[src/rtl/regl_pkg.sv]
// shared constants and types for the rail enable gating block
package regl_pkg;

   // register indices; byte address is four times the index
   localparam logic [5:0] REG_IDX_PG_MASK_MAIN = 6'h13;
   localparam logic [5:0] REG_IDX_SRC_AND_MASK = 6'h14;
   localparam logic [5:0] REG_IDX_EDGE_DELAY   = 6'h15;
   localparam logic [5:0] REG_IDX_STATUS       = 6'h1F;

   // reset values of the writable registers
   localparam logic [7:0] RST_PG_MASK_MAIN = 8'h00;
   localparam logic [1:0] RST_PG_MASK_SIDE = 2'h0;
   localparam logic [2:0] RST_SRC_SELECT   = 3'h0;
   localparam logic [2:0] RST_FALL_DELAY   = 3'h0;
   localparam logic [2:0] RST_RISE_DELAY   = 3'h0;

   // field positions
   localparam int SRC_SEL_LSB   = 2;
   localparam int SRC_SEL_MSB   = 4;
   localparam int MASK_B1_BIT   = 0;
   localparam int MASK_B2_BIT   = 1;
   localparam int RISE_DLY_LSB  = 0;
   localparam int RISE_DLY_MSB  = 2;
   localparam int FALL_DLY_LSB  = 3;
   localparam int FALL_DLY_MSB  = 5;

   // enable source codes
   localparam logic [2:0] SRC_CTL_ONE    = 3'h0;
   localparam logic [2:0] SRC_CTL_TWO    = 3'h1;
   localparam logic [2:0] SRC_CTL_FIVE   = 3'h2;
   localparam logic [2:0] SRC_CTL_FOUR   = 3'h3;
   localparam logic [2:0] SRC_CTL_THREE  = 3'h4;
   localparam logic [2:0] SRC_CTL_3_AND_4 = 3'h5;
   localparam logic [2:0] SRC_CTL_SIX    = 3'h6;
   localparam logic [2:0] SRC_CONST_ONE  = 3'h7;

   // edge delays in milliseconds, one per code
   localparam logic [6:0] DLY_MS_0 = 7'h00;
   localparam logic [6:0] DLY_MS_1 = 7'h02;
   localparam logic [6:0] DLY_MS_2 = 7'h04;
   localparam logic [6:0] DLY_MS_3 = 7'h08;
   localparam logic [6:0] DLY_MS_4 = 7'h10;
   localparam logic [6:0] DLY_MS_5 = 7'h18;
   localparam logic [6:0] DLY_MS_6 = 7'h20;
   localparam logic [6:0] DLY_MS_7 = 7'h40;

   // timebase: one millisecond tick at the core clock
   localparam int CLK_FREQ_KHZ   = 200000;
   localparam int TICK_MS        = 1;
   localparam int MS_TICK_CYCLES = TICK_MS * CLK_FREQ_KHZ;

   // synchroniser depth for pin inputs
   localparam int SYNC_STAGES = 2;

   // edge delay states, gray along low -> rise -> high -> fall
   typedef enum logic [1:0] {
      DLY_LOW  = 2'b00,
      DLY_RISE = 2'b01,
      DLY_HIGH = 2'b11,
      DLY_FALL = 2'b10
   } regl_dly_state_t;

endpackage : regl_pkg

[src/rtl/regl_edge_delay.sv]
// separate rise and fall qualification delay for one enable level
`timescale 1ns/10ps
module regl_edge_delay #(
   parameter int MS_CYCLES = regl_pkg::MS_TICK_CYCLES
) (
   input  wire logic       clk_in,
   input  wire logic       rst_n_in,
   input  wire logic       ce_in,
   input  wire logic       level_in,
   input  wire logic [6:0] rise_ms_in,
   input  wire logic [6:0] fall_ms_in,
   output logic            level_out,
   output logic            busy_out
);
   localparam int CW = (MS_CYCLES > 1) ? $clog2(MS_CYCLES) : 1;

   regl_pkg::regl_dly_state_t state_q;
   regl_pkg::regl_dly_state_t state_d;
   logic [CW-1:0]             cyc_q;
   logic [6:0]                ms_q;
   logic                      ms_wrap;
   logic                      rise_done;
   logic                      fall_done;

   // >= keeps a shortened delay from overrunning when software rewrites it
   assign ms_wrap   = (cyc_q == CW'(MS_CYCLES - 1));
   assign rise_done = (ms_q >= rise_ms_in);
   assign fall_done = (ms_q >= fall_ms_in);

   // a level that reverts before its delay ends is dropped as a glitch
   always_comb begin
      state_d = state_q;
      case (state_q)
         regl_pkg::DLY_LOW: begin
            if (level_in) begin
               state_d = (rise_ms_in == 7'h00) ? regl_pkg::DLY_HIGH
                                               : regl_pkg::DLY_RISE;
            end
         end
         regl_pkg::DLY_RISE: begin
            if (!level_in) begin
               state_d = regl_pkg::DLY_LOW;
            end else if (rise_done) begin
               state_d = regl_pkg::DLY_HIGH;
            end
         end
         regl_pkg::DLY_HIGH: begin
            if (!level_in) begin
               state_d = (fall_ms_in == 7'h00) ? regl_pkg::DLY_LOW
                                               : regl_pkg::DLY_FALL;
            end
         end
         regl_pkg::DLY_FALL: begin
            if (level_in) begin
               state_d = regl_pkg::DLY_HIGH;
            end else if (fall_done) begin
               state_d = regl_pkg::DLY_LOW;
            end
         end
         default: state_d = regl_pkg::DLY_LOW;
      endcase
   end

   // state and output flop
   always_ff @(posedge clk_in or negedge rst_n_in) begin
      if (!rst_n_in) begin
         state_q   <= regl_pkg::DLY_LOW;
         level_out <= 1'b0;
         busy_out  <= 1'b0;
      end else if (ce_in) begin
         state_q   <= state_d;
         level_out <= (state_d == regl_pkg::DLY_HIGH) ||
                      (state_d == regl_pkg::DLY_FALL);
         busy_out  <= (state_d == regl_pkg::DLY_RISE) ||
                      (state_d == regl_pkg::DLY_FALL);
      end
   end

   // millisecond counter restarts on every state change for exact delays
   always_ff @(posedge clk_in or negedge rst_n_in) begin
      if (!rst_n_in) begin
         cyc_q <= '0;
         ms_q  <= 7'h00;
      end else if (ce_in) begin
         if (state_d != state_q || state_q == regl_pkg::DLY_LOW ||
             state_q == regl_pkg::DLY_HIGH) begin
            cyc_q <= '0;
            ms_q  <= 7'h00;
         end else if (ms_wrap) begin
            cyc_q <= '0;
            ms_q  <= ms_q + 7'h01;
         end else begin
            cyc_q <= cyc_q + CW'(1);
         end
      end
   end

endmodule // regl_edge_delay

[src/rtl/regl_top.sv]
// rail five enable gating: source select, edge delays, power-good gating
//
// What this block does
// - mask register one bits 7..0 cover ldo a3, ldo a2, switch a1, rails 6,4,3,2,1; a 0 puts that flag into the enable condition.
// - a mask bit at 1 removes that rail's power-good flag from the enable condition entirely.
// - register two bit 1 masks switch b2/ldo a1 and bit 0 masks switch b1, with 0 including and 1 excluding.
// - register two bits 4:2 pick the enable input: 000 one, 001 two, 010 five, 011 four, 100 three, 110 six.
// - source code 101 enables only when control inputs three and four are both high.
// - source code 111 feeds a constant one, so no control input is needed.
// - register three bits 5:3 delay the falling edge: none, 2, 4, 8, 16, 24, 32, 64 ms.
// - register three bits 2:0 delay the rising edge with the same code mapping.
`timescale 1ns/10ps
module regl_top #(
   parameter int MS_CYCLES = regl_pkg::MS_TICK_CYCLES,
   parameter int ADDR_W    = 8,
   parameter int N_CTL     = 6,
   parameter int N_PG      = 10
) (
   input  wire logic              CLK_IN,
   input  wire logic              RST_N_IN,
   input  wire logic              CE_IN,
   input  wire logic              PSEL_IN,
   input  wire logic              PENABLE_IN,
   input  wire logic              PWRITE_IN,
   input  wire logic [ADDR_W-1:0] PADDR_IN,
   input  wire logic [31:0]       PWDATA_IN,
   input  wire logic [3:0]        PSTRB_IN,
   input  wire logic [N_CTL-1:0]  CONTROL_INPUT_IN,
   input  wire logic [N_PG-1:0]   POWER_GOOD_FLAG_IN,
   output logic [31:0]            PRDATA_OUT,
   output logic                   PREADY_OUT,
   output logic                   PSLVERR_OUT,
   output logic                   RAIL_ENABLE_OUT
);
   localparam int NS = N_CTL + N_PG;

   // reset release
   logic            rst_meta_n_q;
   logic            rst_n_q;

   // pin synchronisers
   logic [NS-1:0]   sync_meta_q;
   logic [NS-1:0]   sync_q;
   logic [N_CTL-1:0] ctl_s;
   logic [N_PG-1:0] pg_s;
   logic [NS-1:0]   pin_raw;

   // software registers
   logic [7:0]      mask_main_q;
   logic [1:0]      mask_side_q;
   logic [2:0]      src_sel_q;
   logic [2:0]      fall_code_q;
   logic [2:0]      rise_code_q;

   // bus decode
   logic [5:0]      word_idx;
   logic            hit_main;
   logic            hit_side;
   logic            hit_delay;
   logic            hit_status;
   logic            mapped;
   logic            access;
   logic            wr_take;
   logic [31:0]     rd_data;

   // enable path
   logic            sel_level;
   logic [6:0]      rise_ms;
   logic [6:0]      fall_ms;
   logic            delayed_en;
   logic            delay_busy;
   logic [N_PG-1:0] mask_vec;
   logic            pg_ok;

   // asynchronous assert, synchronous release through two flops
   always_ff @(posedge CLK_IN or negedge RST_N_IN) begin
      if (!RST_N_IN) begin
         rst_meta_n_q <= 1'b0;
         rst_n_q      <= 1'b0;
      end else begin
         rst_meta_n_q <= 1'b1;
         rst_n_q      <= rst_meta_n_q;
      end
   end

   // two-flop synchronisers; only the second stage is read by logic
   genvar gi;
   generate
      for (gi = 0; gi < NS; gi++) begin : g_sync
         always_ff @(posedge CLK_IN or negedge rst_n_q) begin
            if (!rst_n_q) begin
               sync_meta_q[gi] <= 1'b0;
               sync_q[gi]      <= 1'b0;
            end else if (CE_IN) begin
               sync_meta_q[gi] <= pin_raw[gi];
               sync_q[gi]      <= sync_meta_q[gi];
            end
         end
      end
   endgenerate

   // one flat vector keeps every pin index in range
   assign pin_raw = {POWER_GOOD_FLAG_IN, CONTROL_INPUT_IN};

   assign ctl_s = sync_q[N_CTL-1:0];
   assign pg_s  = sync_q[NS-1:N_CTL];

   // word decode; low address bits are ignored since every register is a word
   assign word_idx   = PADDR_IN[7:2];
   assign hit_main   = (word_idx == regl_pkg::REG_IDX_PG_MASK_MAIN);
   assign hit_side   = (word_idx == regl_pkg::REG_IDX_SRC_AND_MASK);
   assign hit_delay  = (word_idx == regl_pkg::REG_IDX_EDGE_DELAY);
   assign hit_status = (word_idx == regl_pkg::REG_IDX_STATUS);
   assign mapped     = hit_main | hit_side | hit_delay | hit_status;

   // one wait state: pready rises in the second access cycle
   assign access  = PSEL_IN & PENABLE_IN;
   assign wr_take = access & PREADY_OUT & PWRITE_IN & PSTRB_IN[0] & mapped;

   // bus handshake flops
   always_ff @(posedge CLK_IN or negedge rst_n_q) begin
      if (!rst_n_q) begin
         PREADY_OUT  <= 1'b0;
         PSLVERR_OUT <= 1'b0;
         PRDATA_OUT  <= 32'h0000_0000;
      end else if (CE_IN) begin
         PREADY_OUT  <= access & ~PREADY_OUT;
         PSLVERR_OUT <= access & ~PREADY_OUT & ~mapped;
         if (access & ~PREADY_OUT & ~PWRITE_IN) begin
            PRDATA_OUT <= rd_data;
         end else if (PREADY_OUT) begin
            PRDATA_OUT <= 32'h0000_0000;
         end
      end
   end

   // power-good mask register, all eight bits writable
   always_ff @(posedge CLK_IN or negedge rst_n_q) begin
      if (!rst_n_q) begin
         mask_main_q <= regl_pkg::RST_PG_MASK_MAIN;
      end else if (CE_IN && wr_take && hit_main) begin
         mask_main_q <= PWDATA_IN[7:0];
      end
   end

   // source select and side masks; reserved bits are not stored
   always_ff @(posedge CLK_IN or negedge rst_n_q) begin
      if (!rst_n_q) begin
         mask_side_q <= regl_pkg::RST_PG_MASK_SIDE;
         src_sel_q   <= regl_pkg::RST_SRC_SELECT;
      end else if (CE_IN && wr_take && hit_side) begin
         mask_side_q[0] <= PWDATA_IN[regl_pkg::MASK_B1_BIT];
         mask_side_q[1] <= PWDATA_IN[regl_pkg::MASK_B2_BIT];
         src_sel_q <= PWDATA_IN[regl_pkg::SRC_SEL_MSB:regl_pkg::SRC_SEL_LSB];
      end
   end

   // edge delay codes
   always_ff @(posedge CLK_IN or negedge rst_n_q) begin
      if (!rst_n_q) begin
         fall_code_q <= regl_pkg::RST_FALL_DELAY;
         rise_code_q <= regl_pkg::RST_RISE_DELAY;
      end else if (CE_IN && wr_take && hit_delay) begin
         fall_code_q <=
            PWDATA_IN[regl_pkg::FALL_DLY_MSB:regl_pkg::FALL_DLY_LSB];
         rise_code_q <=
            PWDATA_IN[regl_pkg::RISE_DLY_MSB:regl_pkg::RISE_DLY_LSB];
      end
   end

   // read mux; unused bits and reserved fields read as zero
   always_comb begin
      rd_data = 32'h0000_0000;
      if (hit_main) begin
         rd_data[7:0] = mask_main_q;
      end else if (hit_side) begin
         rd_data[regl_pkg::MASK_B1_BIT] = mask_side_q[0];
         rd_data[regl_pkg::MASK_B2_BIT] = mask_side_q[1];
         rd_data[regl_pkg::SRC_SEL_MSB:regl_pkg::SRC_SEL_LSB] = src_sel_q;
      end else if (hit_delay) begin
         rd_data[regl_pkg::FALL_DLY_MSB:regl_pkg::FALL_DLY_LSB] = fall_code_q;
         rd_data[regl_pkg::RISE_DLY_MSB:regl_pkg::RISE_DLY_LSB] = rise_code_q;
      end else if (hit_status) begin
         rd_data[0] = sel_level;
         rd_data[1] = delayed_en;
         rd_data[2] = delay_busy;
         rd_data[3] = pg_ok;
         rd_data[4] = RAIL_ENABLE_OUT;
      end
   end

   // enable source selector; index 0 is control input one
   always_comb begin
      case (src_sel_q)
         regl_pkg::SRC_CTL_ONE:     sel_level = ctl_s[0];
         regl_pkg::SRC_CTL_TWO:     sel_level = ctl_s[1];
         regl_pkg::SRC_CTL_FIVE:    sel_level = ctl_s[4];
         regl_pkg::SRC_CTL_FOUR:    sel_level = ctl_s[3];
         regl_pkg::SRC_CTL_THREE:   sel_level = ctl_s[2];
         regl_pkg::SRC_CTL_3_AND_4: sel_level = ctl_s[2] & ctl_s[3];
         regl_pkg::SRC_CTL_SIX:     sel_level = ctl_s[5];
         regl_pkg::SRC_CONST_ONE:   sel_level = 1'b1;
         default:                   sel_level = 1'b0;
      endcase
   end

   // code to milliseconds; both edge fields share one table
   function automatic logic [6:0] code_to_ms(input logic [2:0] code);
      case (code)
         3'h0:    code_to_ms = regl_pkg::DLY_MS_0;
         3'h1:    code_to_ms = regl_pkg::DLY_MS_1;
         3'h2:    code_to_ms = regl_pkg::DLY_MS_2;
         3'h3:    code_to_ms = regl_pkg::DLY_MS_3;
         3'h4:    code_to_ms = regl_pkg::DLY_MS_4;
         3'h5:    code_to_ms = regl_pkg::DLY_MS_5;
         3'h6:    code_to_ms = regl_pkg::DLY_MS_6;
         3'h7:    code_to_ms = regl_pkg::DLY_MS_7;
         default: code_to_ms = regl_pkg::DLY_MS_0;
      endcase
   endfunction

   assign rise_ms = code_to_ms(rise_code_q);
   assign fall_ms = code_to_ms(fall_code_q);

   // delays are exact cycle counts; the ten percent spread is analog only
   regl_edge_delay #(
      .MS_CYCLES (MS_CYCLES)
   ) u_edge_delay (
      .clk_in     (CLK_IN),
      .rst_n_in   (rst_n_q),
      .ce_in      (CE_IN),
      .level_in   (sel_level),
      .rise_ms_in (rise_ms),
      .fall_ms_in (fall_ms),
      .level_out  (delayed_en),
      .busy_out   (delay_busy)
   );

   // a set mask bit forces that flag to count as good
   assign mask_vec = {mask_side_q, mask_main_q};
   assign pg_ok    = &(pg_s | mask_vec);

   // final enable flop; a lost power-good drops the rail without delay
   always_ff @(posedge CLK_IN or negedge rst_n_q) begin
      if (!rst_n_q) begin
         RAIL_ENABLE_OUT <= 1'b0;
      end else if (CE_IN) begin
         RAIL_ENABLE_OUT <= delayed_en & pg_ok;
      end
   end

endmodule // regl_top

[config.mk]
export PLATFORM = sky130hd
export DESIGN_NAME = regl_top
export DESIGN_NICKNAME = d
export VERILOG_FILES = /design/src/rtl/regl_pkg.sv /design/src/rtl/regl_edge_delay.sv /design/src/rtl/regl_top.sv
export SDC_FILE = /design/constraint.sdc
export NUM_CORES = 1
export LEC_CHECK = 0
export BUFFER_PORTS_ARGS = -buffer_cell sky130_fd_sc_hd__buf_2
export CORE_ASPECT_RATIO = 0.5
export CORE_MARGIN = 2
export CORE_UTILIZATION = 40
export DETAILED_ROUTE_END_ITERATION = 16
export GPL_TIMING_DRIVEN = 0
export MAX_ROUTING_LAYER = met4
export SYNTH_ARGS = -nofsm -noshare
export SYNTH_HDL_FRONTEND = slang
export SYNTH_SLANG_ARGS = --single-unit
[constraint.sdc]
create_clock -name CLK_IN -period 2.7 [get_ports CLK_IN]
set_clock_uncertainty 0.15 [all_clocks]
set_input_delay 0.27 -clock CLK_IN [delete_from_list [all_inputs] [get_ports CLK_IN]]
set_output_delay 0.27 -clock CLK_IN [all_outputs]
set_load 0.01 [all_outputs]
==> metrics <==
Register-to-Register Path Depth=9; port bufs=45; hold path cells=2; max-cap viol count=0; share of cells above drive strength 1=between 30% and 40%; PD cells=around 540 mW/mm2; period utilisation layout=around 96%; post-route ant nets=0; CP Max Fanout=6; Setup crit end kind=flop; WL/cell=13.97 um; CP arrival=between 2 and 3 ns; gr ovfl total=0; Syn. warnings=0; fin crit period=around 2.6 ns; sequential area share after synthesis=48.97%; core region area=around 0.012 mm2; Root Buffer=clkbuf_16; leakage=2.741 nW; Avg Synthesized Cell Area=between 10 and 15 um2; Die Y=~80 um; slew margin rel.=between 30% and 40%; Synth cell types=50; ys async rst share=100.0%; Placed Cells=about 660; Reg clk slew, reported paths=0.07 ns; I/O pins=between 100 and 150; Total GRT Usage=16.89%; Rows=28; number of synthesized flops with an enable pin=0; peak supply drop=about 0.33 mV; Synth Cell Area=around 0.0048 mm2; worst-margin pin slew=around 0.92 ns; Detailed Route WL=about 9700 um; final setup violation count=0; fin area=around 0.0058 mm2; vias=around 3,400; clk_lat worst skew=roughly 0.35 ns; critical setup path kind=reg -> reg; number of vias per cell=roughly 4.9; DR pass1 iterations=4; HP Class=in -> reg; Hold Fails Final Rpt=0; global-route wire length before repair=~16,000 um; Yosys top cell by area=dfrtp_1; # DRC=0; Post-Syn Instances=between 400 and 500; vias in the first global route=3,204; crit start category=flop; Die Wd=approximately 160 um; status=completed; largest net degree at the start of global routing=61; initial antenna violation count=0; initial drt markers=a little under 200; Non-Filler Instances=around 700; FMAX=around 0.39 GHz; CTS tree=done; Synth-to-Final Area Change=22.25%; full die area=between 0.01 and 0.015 mm2; nets@finish=609; DP Area=0.005301 mm2; top_reg_cell synth=dfrtp_1; H-tree levels=3; post-layout util=just under 50%; max-slew violations=0; initial core utilization=about two fifths; share of the synthesized area in the top cell type=roughly 50%; GPL Wtd Cong=0.8655; #FFs+latches synth=a little over 90; CTS Buffer Depth=2; clock sinks=93; synth top area cells=dfrtp_1 49%, mux2_2 13%, ha_1 4.2%, buf_4 3.8%, xor2_1 3.1%; CTS Buf Count=9; Final HPWL DP=around 7100 um; number of diodes=0; WP data required=~2.8 ns
-- final cells by class --
class	instances	area, um2
fillers	1073	5892
flip-flops and latches	93	2336
multi-input cells	309	2248
repair buffers	68	455.4
plain buffers	35	229.0
clock buffers	9	225.2
well taps	165	206.4
clock inverters	7	67.56
inverters	11	41.29
-- cells in the final DEF, fill, tap and decap left out, types with 8 or more instances in the layout --
| cell | Yosys | routed |
|---|---|---|
| ha_1 | 16 | 16 |
| a21oi_1 | 13 | 11 |
| nand3_1 | 15 | 15 |
| dfrtp_1 | 93 | 88 |
| o22ai_1 | 8 | 8 |
| clkbuf_1 | 13 | 9 |
| buf_4 | 24 | 31 |
| dlygate4sd3_1 | 0 | 15 |
| clkbuf_16 | 0 | 9 |
| conb_1 | 2 | 25 |
| nand2_1 | 32 | 32 |
| mux2_2 | 53 | 53 |
| xor2_1 | 17 | 17 |
| o21ai_0 | 11 | 10 |
| buf_2 | 0 | 45 |
| inv_1 | 10 | 10 |
| nor3_1 | 9 | 8 |
| nor2_1 | 36 | 36 |
-- Yosys cell counts (all sizes together) (7+ instances only) --
master  count
a21oi      13
and3        7
buf        26
clkbuf     13
dfrtp      93
ha         16
inv        11
mux2       53
nand2      32
nand3      15
nand4       7
nor2       36
nor3        9
o21ai      11
o22ai       8
xor2       17
-- worst paths after layout --
check	startpoint	slack (ns)	endpoint
setup / recovery	fall_code_q[1]	0.11	u_edge_delay.busy_out
setup reg to reg	fall_code_q[1]	0.11	u_edge_delay.busy_out
hold reg to reg	rst_n_q	0.14	ctl_s[0]
max in group asynchronous	rst_n_q	1.61	rise_code_q[1]
min in group asynchronous	RST_N_IN	0.09	rst_n_q
hold / removal	PWDATA_IN[6]	0.004	mask_main_q[6]
-- kinds of logic after synthesis --
| family | count (synthesis) | share of synthesized area [%] |
|---|---|---|
| buf+inv | 50 | 6.003 |
| other cells | 2 | 0.1580 |
| flops | 93 | 48.97 |
| simple gates | 133 | 15.11 |
| fa+ha+maj | 16 | 4.213 |
| compound gates | 55 | 7.846 |
| mux | 59 | 13.82 |
| xor+xnor | 21 | 3.870 |
-- sequential cells by signal, summed over array words and instances, names as in the netlist --
register                flops
fall_code_q                 3
PREADY_OUT                  1
u_edge_delay.state_q        2
sync_meta_q                16
rise_code_q                 3
rst_n_q                     1
u_edge_delay.cyc_q         18
PSLVERR_OUT                 1
u_edge_delay.busy_out       1
mask_side_q                 2
mask_main_q                 8
src_sel_q                   3
pg_s                       10
RAIL_ENABLE_OUT             1
u_edge_delay.ms_q           7
PRDATA_OUT                  8
u_edge_delay.level_out      1
ctl_s                       6
rst_meta_n_q                1
-- worst max-delay path, stage by stage, from the launching register on --
cell and delay, ns:
dfrtp_2 0.41, inv_1 0.09, or3_1 0.38, ha_1 0.28, a21boi_1 0.14, o21ai_2 0.18
nand3_1 0.12, a21oi_2 0.20, ha_1 0.26, mux2_2 0.27
-- report_power, final --
part           internal (mW)  total (mW)  switching [mW]
combinational          0.181       0.341           0.160
sequential              1.48        1.54          0.0640
clock                  0.649        1.25           0.597
-- through the flow --
| step | power, mW | hold slack [ns] | worst slack, ns | setup TNS, ns |
|---|---|---|---|---|
| detailed placement | 1.879 | -0.09249 | -0.3153 | -2.835 |
| global route | 3.269 | 0.001926 | -0.01467 | -0.01467 |
| floorplan | 1.779 | -0.1756 | 0.08191 | 0 |
| finish | 3.127 | 0.003517 | 0.1067 | 0 |
| CTS | 3.154 | 0.000003386 | 0.01954 | 0 |
| global placement | 1.864 | -0.09365 | -0.2436 | -1.362 |
-- repair_timing --
action	in CTS	in global routing
buffers inserted	1	6
endpoints found under the hold margin	16	0
endpoints found under the setup margin	22	24
pin swaps	2	2
resized for setup	4	7
hold buffers	15	0
-- layer usage --
layer	vias to the layer above	wire, um	part of all wire [%]	global-route usage [%]
met5	-	0	0	-
met4	0	91	0.93	4.505
met3	10	366	3.8	4.162
met2	64	4483	46	25.96
met1	1662	4792	49	22.57
li1	1671	-	-	-
Power figures use the tool's default switching activity.
